<file path="config.mk">
export PLATFORM = sky130hd
export DESIGN_NAME = tdcewf_formatter
export DESIGN_NICKNAME = d
export VERILOG_FILES = /design/src/tdcewf_pkg.sv /design/src/tdcewf_formatter.sv
export SDC_FILE = /design/constraint.sdc
export NUM_CORES = 1
export LEC_CHECK = 0
export BUFFER_PORTS_ARGS = -buffer_cell sky130_fd_sc_hd__buf_2
export CORE_AREA = 2 2 126 128
export CTS_CLUSTER_DIAMETER = 40
export DETAILED_ROUTE_END_ITERATION = 10
export DIE_AREA = 0 0 128 130
export HOLD_SLACK_MARGIN = 0.03
export PLACE_DENSITY = 0.77
export SLEW_MARGIN = 20
export SYNTH_ARGS = -nofsm -noshare
export SYNTH_HDL_FRONTEND = slang
export SYNTH_SLANG_ARGS = --single-unit
</file>
<file path="constraint.sdc">
create_clock -name pclk -period 3.7 [get_ports pclk]
set_input_delay 0.185 -clock pclk [delete_from_list [all_inputs] [get_ports pclk]]
set_output_delay 0.185 -clock pclk [all_outputs]
set_load 0.02 [all_outputs]
</file>
<file path="src/tdcewf_pkg.sv">
// constants, field layouts and carrier types of the event word formatter
// ----------------------------------------------------------------------
// Function
// RL1: level-1 word is 36 bits; bit 32 flags fill count of 253 or more.
// RL2: bit 33 sticks at one from overflow start until fill drops below 251.
// RL3: bit 34 marks a separator entry, whose lower 32 bits are zero.
// RL4: bit 35 is parity over bits 34 down to 0.
// RL5: pairing off packs fault, reject, channel, zeros, edge type, edge time.
// RL6: pairing on packs width and leading time; overflow all ones, underflow zeros.
// RL7: reject flag is OR of both rejects when pairing, else first reject.
// RL8: fault flag is OR of selection error and coarse counter error.
// RL9: readout word 29 bits, parity 28, type 27:24; header and trailer carry ids.
// RL10: lost header/trailer carry lost id; header adds trigger data, trailer zeros.
// RL11: error word type 0110, error field in 13:9, other bits zero.
// RL12: error bits 0 and 1 report overflow and lost trigger under matching only.
// RL13: error bit 2 reports full rejection under matching with selected near-full.
// RL14: error bit 3 is fault under matching; bit 4 is reject without matching.
// RL15: mask word type 0010 carries 24 channel flags in 23:0.
// RL16: absolute single word: type 0011, zeros, edge type, fault, payload 16:0.
// RL17: single fault is payload 31 OR 30; edge type copies payload 17.
// RL18: relative single word carries channel, 12-bit relative coarse, payload 4:0.
// RL19: absolute combined word: type 0100, payload 29:17 and payload 10:0.
// RL20: relative combined word: 6-bit relative coarse in 10:5, payload 4:0.
// RL21: separator word: type 0111, zeros in 23:12, trigger data in 11:0.
// RL22: pairing off edge type is zero for trailing and one for leading.
// RL23: headers and trailers always written; disabled ones only flagged for readout.
// RL24: readout parity covers bits 27:0, even unless odd parity is selected.
// RL25: every word is formatted in one cycle, available the cycle after its source.
// ----------------------------------------------------------------------
package tdcewf_pkg;

  // ------------------------------------------------------------
  // level-1 word layout
  // ------------------------------------------------------------
  localparam int L1_WIDTH = 36;
  localparam int L1_PARITY_BIT = 35;
  localparam int L1_SEP_BIT = 34;
  localparam int L1_STICKY_BIT = 33;
  localparam int L1_OVF_BIT = 32;
  localparam int L1_FAULT_BIT = 31;
  localparam int L1_REJECT_BIT = 30;
  localparam int L1_EDGE_BIT = 17;
  localparam logic [8:0] OVF_START_FILL = 9'h0FD;
  localparam logic [8:0] OVF_RECOVER_FILL = 9'h0FB;
  localparam logic [7:0] WIDTH_ALL_ONES = 8'hFF;
  localparam logic [7:0] WIDTH_ALL_ZERO = 8'h00;
  localparam logic [6:0] L1_GAP_ZERO = 7'h00;

  // ------------------------------------------------------------
  // readout word layout
  // ------------------------------------------------------------
  localparam int RO_WIDTH = 29;
  localparam int RO_PARITY_BIT = 28;
  localparam logic [3:0] TYPE_HEADER = 4'hA;
  localparam logic [3:0] TYPE_TRAILER = 4'hC;
  localparam logic [3:0] TYPE_ERROR = 4'h6;
  localparam logic [3:0] TYPE_MASK = 4'h2;
  localparam logic [3:0] TYPE_SINGLE = 4'h3;
  localparam logic [3:0] TYPE_COMBINED = 4'h4;
  localparam logic [3:0] TYPE_SEPARATOR = 4'h7;

  // ------------------------------------------------------------
  // register map and control bits
  // ------------------------------------------------------------
  localparam logic [11:0] ADDR_CTRL = 12'h000;
  localparam logic [11:0] ADDR_STATUS = 12'h004;
  localparam logic [11:0] ADDR_COUNT = 12'h008;
  localparam int CTRL_PAIR = 0;
  localparam int CTRL_RELATIVE = 1;
  localparam int CTRL_MATCH = 2;
  localparam int CTRL_ROFULL_REJECT = 3;
  localparam int CTRL_L1FULL_REJECT = 4;
  localparam int CTRL_TRFULL_REJECT = 5;
  localparam int CTRL_HEADER_OUT = 6;
  localparam int CTRL_TRAILER_OUT = 7;
  localparam int CTRL_ODD_PARITY = 8;
  localparam logic [8:0] CTRL_RESET = 9'h0C4;

  // ------------------------------------------------------------
  // carrier types
  // ------------------------------------------------------------
  typedef enum logic [8:0] {
    KIND_HEADER = 9'h001,
    KIND_TRAILER = 9'h002,
    KIND_LOST_HEADER = 9'h004,
    KIND_LOST_TRAILER = 9'h008,
    KIND_ERROR = 9'h010,
    KIND_MASK = 9'h020,
    KIND_SINGLE = 9'h040,
    KIND_COMBINED = 9'h080,
    KIND_SEPARATOR = 9'h100
  } tdcewf_kind_type;

  typedef struct packed {
    logic select_error;
    logic coarse_error;
    logic reject_first;
    logic reject_second;
    logic [4:0] channel;
    logic edge_leading;
    logic [16:0] edge_time;
    logic width_over;
    logic width_under;
    logic [7:0] width;
  } tdcewf_hit_type;

  typedef struct packed {
    tdcewf_kind_type kind;
    logic [11:0] event_id;
    logic [11:0] bunch_id;
    logic [11:0] lost_id;
    logic [11:0] trig_data;
    logic [23:0] mask_flags;
    logic [31:0] l1_payload;
    logic [11:0] coarse_rel;
    logic l1_overflow;
    logic trigger_lost;
  } tdcewf_ro_req_type;

endpackage : tdcewf_pkg

</file>
<file path="src/tdcewf_formatter.sv">
// level-1 and readout word formatter with its apb control registers
//
// Local design decisions: the placing of the registers and the APB register port.
`timescale 1ns/1ps
module tdcewf_formatter
  import tdcewf_pkg::*;
(
  input wire logic pclk,
  input wire logic presetn,
  input wire logic [11:0] paddr,
  input wire logic psel,
  input wire logic penable,
  input wire logic pwrite,
  input wire logic [31:0] pwdata,
  output logic [31:0] prdata,
  output logic pready,
  output logic pslverr,
  input wire logic hit_valid,
  input wire tdcewf_hit_type hit,
  input wire logic sep_valid,
  input wire logic [8:0] fill_count,
  output logic l1_valid,
  output logic [L1_WIDTH-1:0] l1_word,
  input wire logic ro_req_valid,
  input wire tdcewf_ro_req_type ro_req,
  input wire logic ro_fifo_full,
  input wire logic l1_near_full,
  input wire logic trig_near_full,
  output logic ro_valid,
  output logic [RO_WIDTH-1:0] ro_word,
  output logic ro_strip
);

  // ------------------------------------------------------------
  // helpers
  // ------------------------------------------------------------
  function automatic logic payload_fault(input logic [31:0] p);
    payload_fault = p[L1_FAULT_BIT] | p[L1_REJECT_BIT]; // RL17
  endfunction : payload_fault

  function automatic logic is_header_kind(input tdcewf_kind_type k);
    is_header_kind = (k == KIND_HEADER) || (k == KIND_LOST_HEADER);
  endfunction : is_header_kind

  function automatic logic is_trailer_kind(input tdcewf_kind_type k);
    is_trailer_kind = (k == KIND_TRAILER) || (k == KIND_LOST_TRAILER);
  endfunction : is_trailer_kind

  // ------------------------------------------------------------
  // apb slave
  // ------------------------------------------------------------
  logic [8:0] ctrl;
  logic sticky;
  logic [4:0] last_error;
  logic [15:0] word_count;
  logic [31:0] read_value;
  logic addr_hit;

  wire apb_setup = psel & ~penable;
  wire apb_done = psel & penable & pready;
  wire ctrl_write = apb_done & pwrite & (paddr == ADDR_CTRL);

  always_comb begin
    read_value = 32'h0000_0000;
    addr_hit = 1'b1;
    if (paddr == ADDR_CTRL) begin
      read_value = {23'h000000, ctrl};
    end else if (paddr == ADDR_STATUS) begin
      read_value = {26'h0000000, last_error, sticky};
    end else if (paddr == ADDR_COUNT) begin
      read_value = {16'h0000, word_count};
    end else begin
      addr_hit = 1'b0;
    end
  end

  // writes to read-only words are accepted and ignored
  always_ff @(posedge pclk or negedge presetn) begin
    if (!presetn) begin
      pready <= 1'b0;
      pslverr <= 1'b0;
      prdata <= 32'h0000_0000;
    end else begin
      pready <= apb_setup;
      pslverr <= apb_setup & ~addr_hit;
      if (apb_setup & ~pwrite) begin
        prdata <= read_value;
      end
    end
  end

  always_ff @(posedge pclk or negedge presetn) begin
    if (!presetn) begin
      ctrl <= CTRL_RESET;
    end else if (ctrl_write) begin
      ctrl <= pwdata[8:0];
    end
  end

  wire pair_mode = ctrl[CTRL_PAIR];
  wire relative_mode = ctrl[CTRL_RELATIVE];
  wire match_mode = ctrl[CTRL_MATCH];
  wire odd_parity = ctrl[CTRL_ODD_PARITY];
  wire drop_on_level1_near_full = ctrl[CTRL_L1FULL_REJECT];

  // ------------------------------------------------------------
  // level-1 word
  // ------------------------------------------------------------
  wire ovf_start = fill_count >= OVF_START_FILL; // RL1
  wire ovf_recovered = fill_count < OVF_RECOVER_FILL;
  // set wins over recovery in the same cycle
  wire next_sticky = ovf_start | (sticky & ~ovf_recovered); // RL2

  wire hit_fault = hit.select_error | hit.coarse_error; // RL8
  wire hit_reject = pair_mode ? (hit.reject_first | hit.reject_second) : hit.reject_first; // RL7
  wire [7:0] pair_width = hit.width_over ? WIDTH_ALL_ONES :
                          hit.width_under ? WIDTH_ALL_ZERO : hit.width; // RL6
  wire [31:0] pair_payload = {hit_fault, hit_reject, hit.channel, pair_width, hit.edge_time}; // RL6
  wire [31:0] single_payload = {hit_fault, hit_reject, hit.channel, L1_GAP_ZERO,
                                hit.edge_leading, hit.edge_time}; // RL5 RL22
  // separator takes the slot; a hit offered with it is not stored
  wire [31:0] l1_payload = sep_valid ? 32'h0000_0000 : (pair_mode ? pair_payload : single_payload); // RL3
  wire [34:0] l1_body = {sep_valid, next_sticky, ovf_start, l1_payload}; // RL3
  wire l1_parity = (^l1_body) ^ odd_parity; // RL4
  wire [L1_WIDTH-1:0] next_l1_word = {l1_parity, l1_body}; // RL1 RL4

  always_ff @(posedge pclk or negedge presetn) begin
    if (!presetn) begin
      sticky <= 1'b0;
      l1_valid <= 1'b0;
      l1_word <= 36'h0_0000_0000;
    end else begin
      sticky <= next_sticky; // RL2
      l1_valid <= hit_valid | sep_valid; // RL25
      if (hit_valid | sep_valid) begin
        l1_word <= next_l1_word; // RL25
      end
    end
  end

  // ------------------------------------------------------------
  // readout word
  // ------------------------------------------------------------
  wire [31:0] pl = ro_req.l1_payload;
  wire full_rejected = ctrl[CTRL_ROFULL_REJECT] & ro_fifo_full &
                       ((drop_on_level1_near_full & l1_near_full) |
                        (ctrl[CTRL_TRFULL_REJECT] & trig_near_full) |
                        (~drop_on_level1_near_full & ~ctrl[CTRL_TRFULL_REJECT])); // RL13
  wire [4:0] error_field = {~match_mode & pl[L1_REJECT_BIT],
                            match_mode & pl[L1_FAULT_BIT],
                            match_mode & full_rejected,
                            match_mode & ro_req.trigger_lost,
                            match_mode & ro_req.l1_overflow}; // RL12 RL13 RL14
  wire single_edge = pl[L1_EDGE_BIT]; // RL17

  logic [3:0] ro_type;
  logic [23:0] ro_body;

  always_comb begin
    ro_type = TYPE_SEPARATOR;
    ro_body = 24'h000000;
    case (ro_req.kind)
      KIND_HEADER: begin
        ro_type = TYPE_HEADER; // RL9
        ro_body = {ro_req.event_id, ro_req.bunch_id};
      end
      KIND_TRAILER: begin
        ro_type = TYPE_TRAILER; // RL9
        ro_body = {ro_req.event_id, ro_req.bunch_id};
      end
      KIND_LOST_HEADER: begin
        ro_type = TYPE_HEADER; // RL10
        ro_body = {ro_req.lost_id, ro_req.trig_data};
      end
      KIND_LOST_TRAILER: begin
        ro_type = TYPE_TRAILER; // RL10
        ro_body = {ro_req.lost_id, 12'h000};
      end
      KIND_ERROR: begin
        ro_type = TYPE_ERROR; // RL11
        ro_body = {10'h000, error_field, 9'h000};
      end
      KIND_MASK: begin
        ro_type = TYPE_MASK; // RL15
        ro_body = ro_req.mask_flags;
      end
      KIND_SINGLE: begin
        ro_type = TYPE_SINGLE;
        if (relative_mode) begin
          ro_body = {pl[29:25], single_edge, payload_fault(pl), ro_req.coarse_rel, pl[4:0]}; // RL18
        end else begin
          ro_body = {5'h00, single_edge, payload_fault(pl), pl[16:0]}; // RL16 RL17
        end
      end
      KIND_COMBINED: begin
        ro_type = TYPE_COMBINED;
        if (relative_mode) begin
          ro_body = {pl[29:17], ro_req.coarse_rel[5:0], pl[4:0]}; // RL20
        end else begin
          ro_body = {pl[29:17], pl[10:0]}; // RL19
        end
      end
      KIND_SEPARATOR: begin
        ro_type = TYPE_SEPARATOR; // RL21
        ro_body = {12'h000, ro_req.trig_data};
      end
      default: begin
        ro_type = TYPE_SEPARATOR;
        ro_body = 24'h000000;
      end
    endcase
  end

  wire ro_parity = (^{ro_type, ro_body}) ^ odd_parity; // RL24
  wire [RO_WIDTH-1:0] next_ro_word = {ro_parity, ro_type, ro_body}; // RL9
  // disabled headers and trailers still go out, only marked for removal at readout
  wire next_ro_strip = (is_header_kind(ro_req.kind) & ~ctrl[CTRL_HEADER_OUT]) |
                       (is_trailer_kind(ro_req.kind) & ~ctrl[CTRL_TRAILER_OUT]); // RL23

  always_ff @(posedge pclk or negedge presetn) begin
    if (!presetn) begin
      ro_valid <= 1'b0;
      ro_word <= 29'h0000_0000;
      ro_strip <= 1'b0;
      word_count <= 16'h0000;
      last_error <= 5'h00;
    end else begin
      ro_valid <= ro_req_valid; // RL25 RL23
      if (ro_req_valid) begin
        ro_word <= next_ro_word;
        ro_strip <= next_ro_strip;
        word_count <= word_count + 16'h0001;
      end
      if (ro_req_valid && ro_req.kind == KIND_ERROR) begin
        last_error <= error_field;
      end
    end
  end
endmodule : tdcewf_formatter

</file>
After elaboration in Yosys (flattened, before gate mapping)
Index checks and enable logic that the tools add are counted.
Word-level totals
  register bits: 133
  input bits: 228
  logic and storage cells: 89
Operators by class
  $add $sub $neg: 1
  $lt $le $gt $ge: 2
  equality and inequality tests: 11
  mux-type cells: 15
  bitwise gates (word level): 39
  reduce and logical (&&, ||, !) cells: 9
Operators with widths (count)
  $pmux 24 s8: 1
  $mux 32: 2
  $reduce_xor 35->1: 1
  $mux 16: 2
  $reduce_xor 28->1: 1
  $mux 25: 1
  $mux 24: 1
  $pmux 4 s6: 1
  $and 1x1->1: 20
  $add 16x1->16 const B: 1
  $mux 8: 2
  $eq 12x3->1 const B: 1
  $eq 12x4->1 const B: 1
  $logic_not 12->1: 1
  $mux 11: 1
  $eq 9x1->1 const B: 1
  $eq 9x2->1 const B: 1
  $eq 9x3->1 const B: 1
  $eq 9x4->1 const B: 1
  $eq 9x5->1 const B: 1
  $eq 9x6->1 const B: 1
  $eq 9x7->1 const B: 1
  $eq 9x8->1 const B: 1
  $eq 9x9->1 const B: 1
  other kinds (9): 31

Logic depth before layout (Yosys ltp)
Gate-level depths: netlist (run 1).
  word-level depth: 8
  depth in mapped cells: 12
  depth with buffers taken out: 9

Worst setup path after synthesis (run 1)
No wires, ideal clock.
  kind: register to register
  start point: reg ctrl[1]
  end point: reg ro_word[28]
  arrival time: 2.342 ns
  required time: 3.562 ns
  path slack: 1.220 ns
  cell stages (with the launch flop): 11
  path buffers: 2
  path through: dfrtp_1 buf_2 buf_1 mux2i_1 o2bb2ai_1 a221oi_1 xnor2_1 xnor2_1 xnor3_1 xnor3_1 a21oi_1
On the way
  word-level cells in the longest chain between the ends: 4
  elaborated cells between the ends (all ways): 5
  classes of those cells: mux: 3; bitwise: 1; reduce/logical: 1
Ends and longest elaborated chain
  start: declaration: RTL line tdcewf_formatter.sv:52  | logic [8:0] ctrl;
  start signal: assignment: RTL line tdcewf_formatter.sv:96  | ctrl <= pwdata[8:0];
  $mux 11 or $mux 24 (tied branches): RTL line tdcewf_formatter.sv:197, tdcewf_formatter.sv:189
  $pmux 24 s8 (*): RTL line tdcewf_formatter.sv:162  | case (ro_req.kind)
  $reduce_xor 28->1 (*): RTL line tdcewf_formatter.sv:214  | wire ro_parity = (^{ro_type, ro_body}) ^ odd_parity;
  $xor 1x1->1 (*): RTL line tdcewf_formatter.sv:214
  end signal: assignment: RTL line tdcewf_formatter.sv:230  | ro_word <= next_ro_word;
  end: declaration: RTL line tdcewf_formatter.sv:30  | output logic [RO_WIDTH-1:0] ro_word,
Mark *: on every way between the ends. The rest lies on a longest branch, timed or not.
A chain may end at the register's enable or synchronous reset.

Worst setup path in the final report (run 1)
  start point: in ro_req[118] in the netlist's numbering
  end point: reg ro_word[28]
On the way
  word-level cells in the longest chain between the ends: 5
  elaborated cells between the ends (all ways): 16
  classes of those cells: eq/ne: 9; mux: 2; bitwise: 1; reduce/logical: 4
Ends and longest elaborated chain
  start: declaration: RTL line tdcewf_formatter.sv:25  | input wire tdcewf_ro_req_type ro_req,
  $eq 9x1->1 (tied with other cells): RTL line tdcewf_formatter.sv:162
  $reduce_or 2->1 (no line)
  $pmux 24 s8 or $pmux 4 s6 (tied branches): RTL line tdcewf_formatter.sv:162
  $reduce_xor 28->1 (*): RTL line tdcewf_formatter.sv:214
  $xor 1x1->1 (*): RTL line tdcewf_formatter.sv:214
Marked as above.

==> results of run 1 <==
-- through the flow --
step / power [uW] / hold WS [ns] / util (%)
finish: 3560 / 0.0393 / 57.2
global route: 3730 / 0.0452 / 57.2
global placement: 2110 / 0.300 / 53.2
floorplan: 1850 / -0.111 / -
detailed placement: 2130 / 0.297 / 53.2
CTS: 3600 / 0.0341 / 57.2
-- registers in the layout (all words and copies together), names as in the netlist --
| register | count |
|---|---|
| ro_strip | 1 |
| pslverr | 1 |
| ro_word | 29 |
| last_error | 5 |
| pready | 1 |
| l1_valid | 1 |
| ro_valid | 1 |
| sticky | 1 |
| ctrl | 9 |
| prdata | 16 |
| word_count | 16 |
| l1_word | 36 |
-- power by group --
| group | switching [uW] | internal [uW] | leakage, uW |
|---|---|---|---|
| Clock | 551 | 893 | 0.000256 |
| Sequential | 82.9 | 1380 | 0.00151 |
| Combinational | 372 | 288 | 0.00259 |
-- how the worst max path moves through the flow --
stage                     slack (ns)          end  cells past startpoint
after detailed placement        0.34  ro_word[28]                     10
final                           0.67  ro_word[28]                     10
after global placement          0.41  ro_word[28]                     10
after floorplan                 1.22  ro_word[28]                     10
after global routing            0.49  ro_word[28]                     10
after CTS                       0.77  ro_word[28]                     10
-- cells by family after synthesis --
kind of cell | share of synthesized area, %
buf+inv | 5.44
compound gates | 15.5
xor+xnor | 10.3
simple gates | 17.0
mux | 7.92
flops | 43.7
fa+ha+maj | 0.186
other cells | 0.0559
-- layout make-up --
| type | count | area (um2) |
|---|---|---|
| Fill cell | 1409 | 6600 |
| Inverter | 12 | 45.0 |
| Clock inverter | 9 | 56.3 |
| Sequential cell | 117 | 2930 |
| Tap cell | 192 | 240 |
| Timing Repair Buffer | 308 | 1610 |
| Clock buffer | 21 | 470 |
| Multi-Input combinational cell | 526 | 3470 |
-- timing repair --
action | 4_1_cts | 5_1_grt
endpoints found under the hold margin | 63 | 0
hold buffers | 10 | 0
resized for setup | 0 | 0
-- metal layers --
metal / GRT usage, % / vias to the layer above / wire length (um)
met5: 0 / - / 0
met4: 11.4 / 0 / 787
met3: 6.07 / 44 / 1650
met2: 43.6 / 325 / 10300
met1: 29.1 / 3012 / 8370
li1: - / 3031 / -
-- cells in the final DEF (no fill, tap or decap), types with 9 or more instances in the layout --
master / netlist / layout
a222oi_1: 15 / 15
mux2_2: 17 / 17
o21ai_0: 18 / 18
buf_2: 10 / 289
a21oi_1: 49 / 49
dfrtp_1: 114 / 114
inv_1: 12 / 12
a221oi_1: 10 / 10
nand2_1: 64 / 64
conb_1: 1 / 16
dlygate4sd3_1: 0 / 10
nor2_1: 77 / 77
mux2i_1: 34 / 34
buf_4: 17 / 9
nor3_1: 9 / 9
clkbuf_16: 0 / 17
xnor2_1: 55 / 55
xor2_1: 17 / 17
nand3_1: 22 / 22
-- worst reg2reg max path, cell delays in order (launching register included) --
cell	delay [ns]
dfrtp_1	0.37
buf_4	0.30
mux2_2	0.38
a22oi_1	0.17
nor2_1	0.06
a221oi_1	0.34
xnor2_1	0.15
xnor2_1	0.23
xnor3_1	0.25
xnor3_1	0.20
a21oi_1	0.07
==> results.md, run 1 <==
- The number of global-route vias before repair is 6194.
- The headroom to the max-slew limit is 27.4%.
- The placed wire-length estimate is 16.5 mm.
- The number of antenna violations at the first check in global routing came to 0.
- Clock skew on the completed layout was measured at 0.00605 ns.
- The detail-routed net length per standard cell is 17.9 um.
- The flow ran to the end, and the final reports show no timing, DRC or antenna violations.
- Together, buffers and inverters on the worst path number 1.
- The maximum resistive drop on vdd is 263 uV.
- The path with the worst hold slack has its endpoint at ctrl[7].
- Among all flip-flop cells after synthesis, the most frequent one is dfrtp_1.
- In the post-synthesis netlist, the cell with the most instances is dfrtp_1.
- The number of placed instances with taps included is 1145.
- In this run the post-CTS setup repair buffer count came out at 0.
- The die width is 128 um.
- Walking the worst path, the cells encountered are buf_2 > nor3_1 > and3_1 > a222oi_1 > a21boi_1 > xnor2_1 > xnor2_1 > xnor3_1 > xnor3_1 > a21oi_1.
- The slowest library cell on the worst path is nor3_1.
- In the routed design, unresolved DRC markers number 0.
- After the first detailed-routing iteration, the DRC count stood at 387.
- The clock tree root buffer cell is clkbuf_16.
- Using the TritonRoute via totals, the vias-per-cell ratio works out to 5.41.
- The max-slew violation total from the final report is 0.
- For the worst setup path, the data arrival time is 3.28 ns.
- The count of flip-flops with a built-in enable after synthesis is 0.
- The area of the die is 16600 um2.
- The number of placed I/O pins is 330.
- The final critical path takes up 81.8% of the cycle.
- The launching point of the worst reg2reg path is ctrl[1].
- The startpoint kind of the worst setup timing path is an input pin.
- The startpoint-to-endpoint class of the critical path is input pin to flip-flop.
- Buffers inserted during clock tree synthesis total 17.
- The worst setup path startpoint is ro_req[118].
- The finished cells cover 8830 um2.
- The clock reaches the later pin of the worst-skew pair after 0.40 ns.
- The initial core utilization is 43.5%.
- Entering global routing, the biggest net connects 64 pins.
- Of all flip-flops after synthesis, the portion carrying an async set or reset was 100%.
- At the worst endpoint, the required time is 3.95 ns.
- The global routing usage summed across all routing layers is 24.9%.
- The synthesized design contains 117 register bits.
- In this run the register-to-register setup slack is 1.03 ns.
- The final instance count without filler cells is 1185.
- The placed instances occupy a cell area of 8200 um2.
- The launch instance of the worst min-delay path is pwdata[7].
- STA classifies the critical path endpoint as a flip-flop.
- The Yosys step of the flow raised 0 warnings.
- Setup repair after global routing left no endpoint under its margin.
- The number of port buffers is 290.
- In this run the mean area of a mapped cell was 9.63 um2.
- The setup TNS after final layout is 0 ns.
- Before CTS, the worst setup slack after placement is 0.339 ns.
- The worst reg-to-reg path cell count is 10.
- Summed over all layers, the global routing overflow is 0.
- The area of the placeable core is 15400 um2.
- The clock passes through at most 2 buffers.
- The tool flagged a number of max-cap violations equal to 0.
- The area fraction of the dominant cell type after synthesis is 42.5%.
- Dividing total power by cell area gives a power density of 404 nW/um2.
- After clock tree synthesis, the clock-pin slew on the worst setup and hold paths is 0.05 ns.
- After floorplanning, the core was divided into 46 placement rows.
- The detailed-route wire length is 21.2 mm.
- The CTS sink count is 117.
- The via count is 6412.
- The gate family responsible for the most delay along the worst path is simple AND/OR/NAND/NOR gates.
- The H-tree was split into 4 levels.
- The post-synthesis sequential area ratio is 43.7%.
- Compared with the post-synthesis result, the final layout area differs by 31.5%.
- The count of unique library cells instantiated by Yosys is 63.
- The final number of hold-violating endpoints is 0.
- The vertical die dimension is 130 um.
- The critical path's largest stage delay is 0.89 ns.
- The first global-routing pass estimated 31.9 mm of wire.
- The minimum clock period after layout is 3.03 ns.
- The cell depth of the worst hold path is 3.
- The library cell occupying the most area in the post-synthesis netlist is dfrtp_1.
- At the pin with the least slew margin, the transition time is 1.08 ns.
- The count of final setup violators is 0.
- The critical-path maximum fanout is 17.
- The number of cells produced by synthesis is 697.
- In the post-synthesis netlist, the biggest area contributors are dfrtp_1, xnor2_1, mux2i_1.
- Ranked by instance count, the synthesized netlist is headed by dfrtp_1, nor2_1, nand2_1.
- In the post-route analysis, the smallest setup slack over all paths is 0.672 ns.
- The first detailed-routing pass ran for 5 iterations.
- The number of routed nets with antenna violations is 0.
- The class of the tightest hold or removal check is input pin to flip-flop.
- In this run the static leakage power is 0.00436 uW.
- Static timing analysis puts the maximum clock frequency at 330 MHz.
- The net count of the finished layout is 1211.
- The endpoint identified for the worst register-to-register timing path is ro_word[28].
- The share of cells above drive strength 1 is 36.8%.
- At the end of routability-driven placement, the weighted congestion stood at 0.920.
- TritonCTS built the clock tree.
- The number of diodes is 0.
- The post-synthesis instance area is 6710 um2.
Note: power is estimated with default switching activity, not from simulation.
==> inputs of run 2 (changes only) <==
--- a/config.mk
+++ b/config.mk
@@ -6,10 +6,10 @@
 export NUM_CORES = 1
 export LEC_CHECK = 0
 export BUFFER_PORTS_ARGS = -buffer_cell sky130_fd_sc_hd__buf_2
-export CORE_AREA = 2 2 126 128
+export CORE_ASPECT_RATIO = 1.1
+export CORE_UTILIZATION = 42
 export CTS_CLUSTER_DIAMETER = 40
 export DETAILED_ROUTE_END_ITERATION = 10
-export DIE_AREA = 0 0 128 130
 export HOLD_SLACK_MARGIN = 0.03
 export PLACE_DENSITY = 0.77
 export SLEW_MARGIN = 20
==> constraint.sdc (replaced) <==
create_clock -name pclk -period 2.7 [get_ports pclk]
set_input_delay 0.135 -clock pclk [delete_from_list [all_inputs] [get_ports pclk]]
set_output_delay 0.135 -clock pclk [all_outputs]
set_load 0.02 [all_outputs]
==> results.md, run 2 (same netlist as run 1, synthesis figures left out) <==
- The flow ran to the end, and the final reports show no timing, DRC or antenna violations.
- The number of global-route vias before repair is 6485.
- The worst setup path is of the flip-flop to flip-flop kind.
- The floorplan step defined a die boundary enclosing 16500 um2.
- The maximum resistive drop on vdd is 360 uV.
- On the worst path, the slowest cell contributes a delay of 0.42 ns.
- The register with the most flip-flops is l1_word.
- The clock drives 117 sinks.
- The part of the cycle the worst path needs is 99.5%.
- The class of the tightest hold or removal check is input pin to flip-flop.
- In the layout the commonest cells are buf_2, dfrtp_1, nor2_1.
- For the worst-skew pair, the clock arrives at the later sink with an insertion delay of 0.40 ns.
- Per report_power, the clock group accounts for 41.5% of the total.
- Leaving out fill and tap cells, the most frequent cell in the layout is buf_2.
- Clock tree synthesis inserted a total of 17 buffers.
- The maximum clock insertion buffer count is 2.
- The remaining global-route overflow is 0.
- Among cell families on the critical path, the largest total delay comes from XOR/XNOR gates.
- Traced cell by cell, the critical path runs through buf_12 > clkbuf_4 > a21oi_1 > nor2_2 > a222oi_1 > xnor2_1 > xnor2_1 > xnor3_1 > xnor3_1 > a21oi_1.
- The area of the placeable core is 15700 um2.
- The data arrival time of the critical path is 2.93 ns.
- The startpoint kind of the worst setup timing path is a flip-flop.
- After routing, the total negative slack on setup checks comes to 0 ns.
- For the pin with the worst max-slew slack, the measured transition is 0.872 ns.
- At the end of the flow the core is filled with cells to 60.7%.
- The headroom to the max-slew limit is 41.7%.
- The number of H-tree branching levels is 4.
- The number of routed nets with antenna violations is 0.
- The detailed-route wire length is 22.3 mm.
- The post-synthesis to final-layout area growth is 41.7%.
- Subtracting the final worst setup slack from the clock period gives 2.69 ns.
- The register with the most flip-flops in the layout has 36 of them.
- The reported net switching power is 1390 uW.
- In the routed layout, each cell is associated on average with a via count of 5.34.
- Routability-driven placement finished with a final weighted congestion of 0.953.
- The clock arrives with 0.00530 ns of skew.
- The filler cells instantiated in the layout total 1349.
- The register cell area after layout is 2930 um2.
- The multi-input combinational cells in the finished layout cover a total of 3510 um2.
- The max-slew violation total from the final report is 0.
- The cell sitting at the root of the clock tree is a clkbuf_16.
- Cells with a size suffix above 1 make up 39.4% of the layout.
- In this run the vertical extent of the chip is 135 um.
- Static timing analysis puts the maximum clock frequency at 372 MHz.
- The total power divided by cell area is 529 nW/um2.
- The die is 123 um wide.
- The largest registers in the layout are l1_word x36, ro_word x29.
- The TritonCTS clock tree is done.
- The final number of hold-violating endpoints is 0.
- The wire-length estimate of the detail-placed layout is 17.1 mm.
- The post-layout net count is 1278.
- Max-cap violations in this run came to 0.
- The number of search-and-repair iterations in the first detailed-routing pass is 7.
- The detail-routed net length per standard cell is 17.6 um.
- The total buffers and inverters traversed by the critical path is 2.
- Of the total power, the share spent switching nets is 27.6%.
- The via count is 6739.
- Pin placement for this block handled 330 I/O pins.
- The cell leakage power is 0.00471 uW.
- Port buffering added 290 buffers.
- The slowest library cell on the worst path is dfrtp_1.
- The number of antenna violations at the first check in global routing is 1.
- At the worst endpoint, the required time is 2.95 ns.
- Entering global routing, the biggest net connects 63 pins.
- The site row count is 48.
- The nature of the critical path endpoint is a flip-flop.
- The global routing usage summed across all routing layers is 26.6%.
- The clock-pin slew reported for the worst setup and hold paths after clock tree synthesis is 0.05 ns.
- The detailed-route DRC error count is 0.
- For this block, the initial DRC count from the detailed router was 405.
- The first global-routing pass estimated 32.9 mm of wire.
- The combinational fraction of design power is 18.9%.
- For this configuration, the core starts out at a cell density of 42.8%.
- Along the worst path, the maximum fanout reaches 7.
- Setup violations remaining at the end of the flow were counted as 0.
- The internal power is 3640 uW.
- Sequential cells account for 39.6% of the total power.
==> run 2: cell types whose count changed in the layout (fill, tap and decap cells not counted), moves of 2 or more <==
cell	before	now
dlygate4sd3_1	10	31
a221oi_2	0	2
nor2_1	77	75
a221oi_1	10	8
buf_12	0	4
buf_4	9	50
nor2_2	0	2
==> run 2: power groups by stage <==
| stage | clock, uW | sequential (uW) | combinational, uW |
|---|---|---|---|
| 2_1_floorplan | 0 | 2100 | 443 |
| 3_3_place_gp | 0 | 2020 | 896 |
| 3_5_place_dp | 0 | 2020 | 910 |
| 4_1_cts | 2120 | 1990 | 950 |
| 5_1_grt | 2210 | 2010 | 1040 |
| 6_report | 2090 | 1990 | 952 |
==> run 2: worst paths after layout <==
kind,end,slack (ns),cells past startpoint,from
setup / recovery,ro_word[28],0.01,10,ctrl[1]
hold / removal,l1_word[25],0.04,3,hit[28]
setup reg to reg,ro_word[28],0.01,10,ctrl[1]
hold reg to reg,prdata[15],0.47,2,prdata[15]
max in group asynchronous,ctrl[7],1.50,3,presetn
min in group asynchronous,ctrl[0],0.33,2,presetn
==> run 2: final cells by class <==
type                       count  share of cell area, %
clock inverter                 9                  0.829
antenna                        1                 0.0263
multi-input combinational    526                   36.9
tap                          200                   2.63
inverter                      12                  0.474
clock buffer                  22                   4.99
timing repair buffer         375                   23.3
sequential                   117                   30.8
==> run 2: repair_timing <==
| action | in CTS | in global routing |
|---|---|---|
| setup buffers | 0 | 10 |
| hold buffers | 31 | 0 |
| gates resized for setup | 0 | 8 |
| setup endpoints to repair | 0 | 1 |
| hold endpoints to repair | 79 | 0 |
==> run 2: worst min-delay path: cells and delay by family <==
| family | cells | cell delay, ns |
|---|---|---|
| AND/OR/NAND/NOR | 1 | 0.08 |
| multiplexers | 1 | 0.08 |
| buffers and inverters | 1 | 0.11 |
==> run 2: metal layers <==
| layer | routed length (um) | global-route usage, % | vias up | part of all wire, % |
|---|---|---|---|---|
| li1 | - | - | 3162 | - |
| met3 | 1690 | 5.62 | 45 | 7.6 |
| met2 | 11400 | 46.9 | 377 | 51 |
| met5 | 0 | 0 | - | 0 |
| met4 | 806 | 12.1 | 0 | 3.6 |
| met1 | 8400 | 30.6 | 3155 | 38 |
==> run 2: per-stage QoR <==
step	hold slack [ns]	std cells	worst slack [ns]	total power, uW	instance area [um2]
final	0.0448	1262	0.0137	5030	9510
after detailed placement	0.217	1189	0.00738	2930	8530
after global placement	0.208	1189	0.0512	2910	8530
after floorplan	-0.161	712	0.220	2540	6770
after CTS	0.0313	1251	0.0270	5060	9400
after global routing	0.0479	1262	-0.0196	5260	9510
